===== src/inc/dsw_map.vh =====
// Constants of the serial write port: frame lengths and word layout.
// Included by the port design file only; definitions only.
`ifndef DSW_MAP_VH
`define DSW_MAP_VH
`define DSW_BITS_SHORT 5'h10
`define DSW_BITS_LONG 5'h18
`define DSW_CNT_W 5
`define DSW_SHIFT_W 24
`define DSW_MODE_POS 16
`define DSW_MODE_W 2
`define DSW_CODE_W 16
`define DSW_CODE_RESET 16'h0000
`define DSW_MODE_RESET 2'h0
`endif


===== src/hw/dsw_port.v =====
// Serial write port of a single-channel DAC: frame select, serial clock, data.
// Assumes all three pins are asynchronous to clk_in and the serial clock is
// at most a third of clk_in; the pins are sampled and edges found here.
`timescale 1ns/1ps
`include "dsw_map.vh"
// What this block does
// [RULE1] Shift register of 16 or 24 bits
// [RULE2] Sample data on serial clock falling edges
// [RULE3] Low frame select enables shifting
// [RULE4] Apply word on last edge of frame
// [RULE5] Early frame select rise discards frame
// [RULE6] Host keeps serial clock at most 30 MHz
// [RULE7] Host returns frame select high between frames
// [RULE8] Word sets DAC code or operating mode; here every word loads both the code and the mode
// [RULE9] Short variant completes in 16 clock periods
// [RULE10] Bit counter clears after frame ends
module dsw_port #(
  parameter LONG_FRAME = 1
) (
  input wire clk_in,
  input wire reset_in,
  input wire frame_n_in,
  input wire sclk_in,
  input wire din_in,
  output reg [`DSW_CODE_W-1:0] dac_code_out,
  output reg [`DSW_MODE_W-1:0] mode_out,
  output reg update_out,
  output reg abort_out,
  output reg busy_out
);
  localparam [`DSW_CNT_W-1:0] FRAME_BITS =
    LONG_FRAME ? `DSW_BITS_LONG : `DSW_BITS_SHORT;
  localparam ST_IDLE = 2'h0;
  localparam ST_SHIFT = 2'h1;
  localparam ST_DONE = 2'h2;

  wire frame_n_s;
  wire sclk_s;
  wire din_s;
  reg sclk_d;
  reg frame_n_d;
  reg [1:0] state;
  reg [1:0] next_state;
  reg [`DSW_CNT_W-1:0] bit_cnt;
  reg [`DSW_SHIFT_W-1:0] shift;
  wire [`DSW_SHIFT_W-1:0] shifted;

  // The short variant shares the pins; its frame sits in the low 16 bits.
  // Frame select idles high; starting low would fake a frame start after reset
  dsw_sync #(
    .RESET_VAL(1'b1)
  ) u_frame (
    .clk_in(clk_in),
    .reset_in(reset_in),
    .pin_in(frame_n_in),
    .level_out(frame_n_s)
  );

  // Serial clock idles high between frames
  dsw_sync #(
    .RESET_VAL(1'b1)
  ) u_sclk (
    .clk_in(clk_in),
    .reset_in(reset_in),
    .pin_in(sclk_in),
    .level_out(sclk_s)
  );

  dsw_sync #(
    .RESET_VAL(1'b0)
  ) u_din (
    .clk_in(clk_in),
    .reset_in(reset_in),
    .pin_in(din_in),
    .level_out(din_s)
  );

  // Data passes the same two stages as the clock, so it stays aligned
  wire sclk_fall = sclk_d & ~sclk_s;
  wire frame_fall = frame_n_d & ~frame_n_s;
  assign shifted = {shift[`DSW_SHIFT_W-2:0], din_s};

  always @* begin
    next_state = state;
    case (state)
      ST_IDLE: begin
        if (frame_fall) begin // [RULE3] [RULE7]
          next_state = ST_SHIFT;
        end
      end
      ST_SHIFT: begin
        if (frame_n_s) begin // [RULE5]
          next_state = ST_IDLE;
        end else if (sclk_fall && bit_cnt == FRAME_BITS - 5'h01) begin // [RULE4] [RULE9]
          next_state = ST_DONE;
        end
      end
      ST_DONE: begin
        // Further clocks are ignored until frame select goes high again
        if (frame_n_s) begin // [RULE7]
          next_state = ST_IDLE;
        end
      end
      default: begin
        next_state = ST_IDLE;
      end
    endcase
  end

  // A word is taken on the final counted fall; an early rise drops it
  wire load_word = (state == ST_SHIFT) && (next_state == ST_DONE);
  wire drop_frame = (state == ST_SHIFT) && frame_n_s;
  reg [`DSW_CODE_W-1:0] next_code;
  reg [`DSW_MODE_W-1:0] next_mode;

  // Mode bits come first on the wire; code and mode load together whatever the mode bits hold
  always @* begin
    next_code = dac_code_out;
    next_mode = mode_out;
    if (LONG_FRAME) begin
      next_mode = shifted[`DSW_MODE_POS+`DSW_MODE_W-1:`DSW_MODE_POS]; // [RULE8]
      next_code = shifted[`DSW_CODE_W-1:0]; // [RULE8]
    end else begin
      // The short variant carries a 14-bit code, padded at the top
      next_mode = shifted[15:14]; // [RULE8]
      next_code = {2'h0, shifted[13:0]}; // [RULE8]
    end
  end

  // Edge detectors start at the idle levels of their pins
  always @(posedge clk_in or posedge reset_in) begin
    if (reset_in) begin
      sclk_d <= 1'b1;
    end else begin
      sclk_d <= sclk_s;
    end
  end

  always @(posedge clk_in or posedge reset_in) begin
    if (reset_in) begin
      frame_n_d <= 1'b1;
    end else begin
      frame_n_d <= frame_n_s;
    end
  end

  always @(posedge clk_in or posedge reset_in) begin
    if (reset_in) begin
      state <= ST_IDLE;
    end else begin
      state <= next_state;
    end
  end

  // Cleared whenever a frame is not being shifted, so each frame counts from zero
  always @(posedge clk_in or posedge reset_in) begin
    if (reset_in) begin
      bit_cnt <= 5'h00;
    end else if (state != ST_SHIFT || next_state != ST_SHIFT) begin
      bit_cnt <= 5'h00; // [RULE10]
    end else if (sclk_fall) begin
      bit_cnt <= bit_cnt + 5'h01; // [RULE1]
    end
  end

  // Bits are only taken while frame select is still low
  always @(posedge clk_in or posedge reset_in) begin
    if (reset_in) begin
      shift <= 24'h000000;
    end else if (state == ST_SHIFT && sclk_fall && !frame_n_s) begin
      shift <= shifted; // [RULE2]
    end
  end

  always @(posedge clk_in or posedge reset_in) begin
    if (reset_in) begin
      busy_out <= 1'b0;
    end else begin
      busy_out <= (next_state == ST_SHIFT); // [RULE3]
    end
  end

  // One-cycle pulse; the partial word in the shifter is simply left unused
  always @(posedge clk_in or posedge reset_in) begin
    if (reset_in) begin
      abort_out <= 1'b0;
    end else begin
      abort_out <= drop_frame; // [RULE5]
    end
  end

  always @(posedge clk_in or posedge reset_in) begin
    if (reset_in) begin
      update_out <= 1'b0;
    end else begin
      update_out <= load_word; // [RULE4]
    end
  end

  // An aborted frame never reaches these loads, so code and mode hold
  always @(posedge clk_in or posedge reset_in) begin
    if (reset_in) begin
      dac_code_out <= `DSW_CODE_RESET;
    end else if (load_word) begin
      dac_code_out <= next_code; // [RULE4] [RULE5]
    end
  end

  always @(posedge clk_in or posedge reset_in) begin
    if (reset_in) begin
      mode_out <= `DSW_MODE_RESET;
    end else if (load_word) begin
      mode_out <= next_mode; // [RULE4] [RULE5]
    end
  end
endmodule


===== src/hw/dsw_sync.v =====
// Two-flip-flop synchroniser for one pin.
// Assumes the pin is asynchronous to clk_in.
`timescale 1ns/1ps
module dsw_sync #(
  parameter RESET_VAL = 1'b0
) (
  input wire clk_in,
  input wire reset_in,
  input wire pin_in,
  output reg level_out
);
  reg stage1;
  always @(posedge clk_in or posedge reset_in) begin
    if (reset_in) begin
      // Reset to the pin's idle level, so no edge is seen on release
      stage1 <= RESET_VAL;
      level_out <= RESET_VAL;
    end else begin
      stage1 <= pin_in;
      level_out <= stage1;
    end
  end
endmodule


===== config.mk =====
export PLATFORM = sky130hd
export DESIGN_NAME = dsw_port
export DESIGN_NICKNAME = d
export VERILOG_FILES = /design/src/hw/dsw_port.v /design/src/hw/dsw_sync.v
export VERILOG_INCLUDE_DIRS = /design/src /design/src/inc
export SDC_FILE = /design/constraint.sdc
export NUM_CORES = 1
export LEC_CHECK = 0
export ABC_AREA = 1
export BUFFER_PORTS_ARGS = -buffer_cell sky130_fd_sc_hd__buf_2
export CAP_MARGIN = 5
export CORE_MARGIN = 2
export CORE_UTILIZATION = 40
export DETAILED_ROUTE_END_ITERATION = 8
export GPL_ROUTABILITY_DRIVEN = 1
export GPL_TIMING_DRIVEN = 0
export PLACE_DENSITY_LB_ADDON = 0.05
export REMOVE_ABC_BUFFERS = 1
export SETUP_SLACK_MARGIN = 0.15
export SLEW_MARGIN = 20
export SYNTH_ARGS = -nofsm -noshare
export SYNTH_HDL_FRONTEND = slang
export SYNTH_SLANG_ARGS = --single-unit

===== constraint.sdc =====
create_clock -name clk_in -period 1.5 [get_ports clk_in]
set_input_delay 0 -clock clk_in [delete_from_list [all_inputs] [get_ports clk_in]]
set_output_delay 0 -clock clk_in [all_outputs]
set_load 0.01 [all_outputs]

==> load_flow_metrics.sql <==
INSERT INTO impl_metrics (metric_group, metric, value, unit) VALUES
('run_status', 'outcome', 'finished, final reports clean', ''),
('setup_path', 'register_to_register_path_depth', '5', ''),
('logic_synthesis', 'synth_cells', '209', ''),
('min_path', 'hold_path.class', 'primary input to asynchronous set/reset pin', ''),
('sta', 'max_slew.worst_pin.slew', '490', 'ps'),
('grt', 'grt_pass1_wl', '8610', 'µm'),
('logic_synthesis', 'synth_seq_cells', '53', ''),
('setup_path', 'start_kind', 'flop', ''),
('floorplanning', 'chipWidth', '78.3', 'µm'),
('clocking', 'cts_inserted_buffers', '5', ''),
('run', 'cap_violations', '0', ''),
('logic_synthesis', 'count_of_cell_types_in_the_netlist', '28', ''),
('setup_path', 'arrival', '1630', 'ps'),
('floorplanning', 'ioPinCount', '26', ''),
('finish', 'areaGrowthSynthToFinish', '34.2', '%'),
('clocking', 'cts_tree', 'done', ''),
('sta', 'timing.setup.tns', '0', 'ps'),
('logic_synthesis', 'yosysSeqAreaShare', '60.4', '%'),
('setup_path', 'cp.required', '1690', 'ps'),
('grt', 'antenna_found_initial', '0', ''),
('sta', 'timing.max_slew.rel_slack', '67.3', '%'),
('clocking', 'clock_path_buffers', '2', ''),
('setup_path', 'reg2reg_setup_slack', '60', 'ps'),
('place', 'gpl_wtd_cong', '0.694', ''),
('finish', 'finish.net_count', '278', ''),
('routing', 'dr.pass1.iters', '4', ''),
('routing', 'final_wl', '5090', 'µm'),
('sta', 'finalSetupViolCount', '0', ''),
('finish', 'num-fill-cells', '479', ''),
('setup_path', 'regToRegEndpoint', 'bit_cnt[1]', ''),
('grt', 'grt_start_max_net_pins', '33', ''),
('setup_path', 'worst_setup_path_end_kind', 'flop', ''),
('routing', 'wl_per_cell', '14.8', 'µm'),
('sta', 'rsz_0062_raised_after_global_routing', 'yes', ''),
('finish', 'drive_gt1_share', '48.4', '%'),
('finish', 'register_area', '0.00134', 'mm²'),
('clocking', 'clkSinkCount', '53', ''),
('floorplanning', 'placement_rows', '27', ''),
('sta', 'final_period_utilization', '95.9', '%'),
('clocking', 'cts.reportedPaths.clkPinSlew', '90', 'ps'),
('grt', 'first_global_vias', '1703', ''),
('routing', 'via_per_inst', '4.90', ''),
('floorplanning', 'initial_utilization', '40.8', '%'),
('power_and_ir_drop', 'total_power_of_the_final_layout', '3.02', 'mW'),
('setup_path', 'cp-startpoint', 'sclk_d', ''),
('setup_path', 'worst-setup-path-type', 'flop to flop', ''),
('setup_path', 'rr_startpoint', 'sclk_d', ''),
('grt', 'overflow', '0', ''),
('routing', 'detail-route-antenna-nets', '0', ''),
('sta', 'layout_min_cycle_time', '1440', 'ps'),
('clocking', 'clock_latency', '310', 'ps'),
('power_and_ir_drop', 'peakVddDrop', '452', 'µV'),
('floorplanning', 'die_area', '0.00613', 'mm²'),
('logic_synthesis', 'yosysWarnings', '0', ''),
('floorplanning', 'fp.dieH', '78.3', 'µm'),
('routing', 'drc_violation_total_after_the_first_tritonroute_iteration', '141', ''),
('place', 'buffer_ports.inserted', '25', ''),
('logic_synthesis', 'netlist_area', '0.00221', 'mm²'),
('sta', 'timing.final.max_slew_violations', '0', ''),
('finish', 'fin_util', '54.8', '%'),
('power_and_ir_drop', 'leakagePower', '1.46', 'nW'),
('clocking', 'cts-htree-levels', '2', ''),
('sta', 'max_freq', '695', 'MHz'),
('sta', 'fin_worst_skew', '7.85', 'ps'),
('setup_path', 'cp_max_fo', '5', ''),
('power_and_ir_drop', 'power.density', '1020', 'mW/mm²'),
('grt', 'grt_usage', '18.3', '%'),
('clocking', 'cts_root_buffer', 'sky130_fd_sc_hd__clkbuf_8', ''),
('logic_synthesis', 'syn_area_per_cell', '10.6', 'µm²'),
('routing', 'number_of_vias_in_the_routed_layout', '1690', ''),
('place', 'hpwl', '2410', 'µm'),
('sta', 'finalHoldViolCount', '0', ''),
('finish', 'multiInputGateArea', '913', 'µm²'),
('routing', 'route.detailed.drc', '0', ''),
('finish', 'antenna-diode-count', '0', ''),
('floorplanning', 'area_of_the_core', '0.00541', 'mm²');
## power breakdown
group	leakage, nW	internal, mW	switching (mW)
clock	0.0552	0.496	0.460
sequential	0.679	1.58	0.120
combinational	0.724	0.151	0.212
total	1.46	2.23	0.791
## sequential cells by signal (all words and copies together), names as in the netlist
| register | cells |
|---|---|
| u_din.level_out | 1 |
| mode_out | 2 |
| shift | 17 |
| sclk_d | 1 |
| busy_out | 1 |
| frame_n_d | 1 |
| state | 2 |
| u_sclk.level_out | 1 |
| bit_cnt | 5 |
| u_din.stage1 | 1 |
| abort_out | 1 |
| u_frame.stage1 | 1 |
| dac_code_out | 16 |
| u_sclk.stage1 | 1 |
| update_out | 1 |
| u_frame.level_out | 1 |
## kinds of logic after synthesis
family / after synthesis / share of synthesized area, %
buffers and inverters: 32 / 8.05
flip-flops: 53 / 60.4
adder cells (fa/ha/maj): 1 / 0.567
AND/OR/NAND/NOR: 101 / 24.2
AO/OA/AOI/OAI: 20 / 5.95
XOR/XNOR: 2 / 0.794
## synthesized netlist by cell type
library cell,count,share of area [%]
sky130_fd_sc_hd__clkbuf_1,1,0.17
sky130_fd_sc_hd__nand2_2,10,2.8
sky130_fd_sc_hd__xnor2_1,1,0.40
sky130_fd_sc_hd__nand2_4,1,0.51
sky130_fd_sc_hd__a21oi_2,8,3.2
sky130_fd_sc_hd__nor3_1,1,0.23
sky130_fd_sc_hd__nand4_1,19,5.4
sky130_fd_sc_hd__inv_2,3,0.51
sky130_fd_sc_hd__dfrtp_1,47,53
sky130_fd_sc_hd__ha_1,1,0.57
sky130_fd_sc_hd__dfstp_2,6,7.1
sky130_fd_sc_hd__nor3_2,1,0.45
sky130_fd_sc_hd__xor2_1,1,0.40
sky130_fd_sc_hd__nor2_4,1,0.51
sky130_fd_sc_hd__buf_6,7,3.6
sky130_fd_sc_hd__a21oi_1,1,0.23
sky130_fd_sc_hd__nor2_8,1,0.91
sky130_fd_sc_hd__nor2_1,16,2.7
sky130_fd_sc_hd__nand3_1,6,1.4
sky130_fd_sc_hd__nand3_2,1,0.45
sky130_fd_sc_hd__o21ai_1,10,2.3
sky130_fd_sc_hd__nand2_1,41,7.0
sky130_fd_sc_hd__buf_4,1,0.34
sky130_fd_sc_hd__buf_2,1,0.23
sky130_fd_sc_hd__inv_1,19,3.2
sky130_fd_sc_hd__nor2_2,1,0.28
sky130_fd_sc_hd__nand3_4,2,1.6
sky130_fd_sc_hd__o22ai_1,1,0.28
## cell usage in the layout, fill, tap and decap left out, types with 9 or more instances in the layout
cell | Yosys | layout
sky130_fd_sc_hd__dfrtp_1 | 47 | 45
sky130_fd_sc_hd__nand2_1 | 41 | 30
sky130_fd_sc_hd__buf_4 | 1 | 18
sky130_fd_sc_hd__nand3_4 | 2 | 9
sky130_fd_sc_hd__inv_1 | 19 | 16
sky130_fd_sc_hd__nor2_2 | 1 | 10
sky130_fd_sc_hd__o21ai_1 | 10 | 9
sky130_fd_sc_hd__a21oi_2 | 8 | 9
sky130_fd_sc_hd__buf_2 | 1 | 25
sky130_fd_sc_hd__nand2_2 | 10 | 21
sky130_fd_sc_hd__nand4_1 | 19 | 19
## critical path: stages, from the launching register on
cell	delay [ps]
sky130_fd_sc_hd__dfstp_2	540
sky130_fd_sc_hd__nand2_1	130
sky130_fd_sc_hd__nor2_1	230
sky130_fd_sc_hd__nand3_1	150
sky130_fd_sc_hd__nand2_1	160
sky130_fd_sc_hd__o21ai_1	110
## per-layer routing
metal  share of wire, %  routed length [µm]  vias to the layer above  global-route usage, %
li1                   -                   -                      822                      -
met1                 43                2210                      823                   24.1
met2                 51                2580                       37                   30.5
met3                4.3                 218                        8                   3.45
met4                1.5                  78                        0                   6.67
met5                  0                   0                        -                      0
## layout make-up
| type | count | share of cell area [%] |
|---|---|---|
| flip-flops and latches | 53 | 45.1 |
| repair inverters | 2 | 0.507 |
| clock inverters | 2 | 1.18 |
| clock buffers | 6 | 2.45 |
| multi-input cells | 132 | 30.8 |
| inverters | 22 | 2.91 |
| repair buffers | 56 | 14.0 |
| well taps | 72 | 3.04 |
## timing repair
item / in CTS / in global routing
setup buffers: 20 / 6
hold buffers: 4 / 0
gates resized for setup: 20 / 28
endpoints found under the setup margin: 37 / 44
endpoints found under the hold margin: 24 / 0
pin swaps: 13 / 16
gates cloned: 9 / 1
## worst max-delay path by stage
stage                                 end  cells after the start
after global placement    dac_code_out[1]                      4
after global routing           bit_cnt[1]                      5
final                          bit_cnt[1]                      5
after detailed placement  dac_code_out[6]                      4
after CTS                 dac_code_out[0]                      7
after floorplan           dac_code_out[0]                      8
## stage by stage
stage | instances | hold slack [ps] | setup slack (ps) | cell area, µm²
after floorplan | 199 | 4.48 | -76.0 | 2110
after global placement | 296 | 106 | -489 | 2330
after detailed placement | 297 | 50.6 | -541 | 2350
after CTS | 338 | 259 | 97.6 | 2820
after global routing | 345 | 300 | -42.2 | 2960
final | 345 | 249 | 61.5 | 2960
Note: power is estimated with default switching activity, not from simulation.
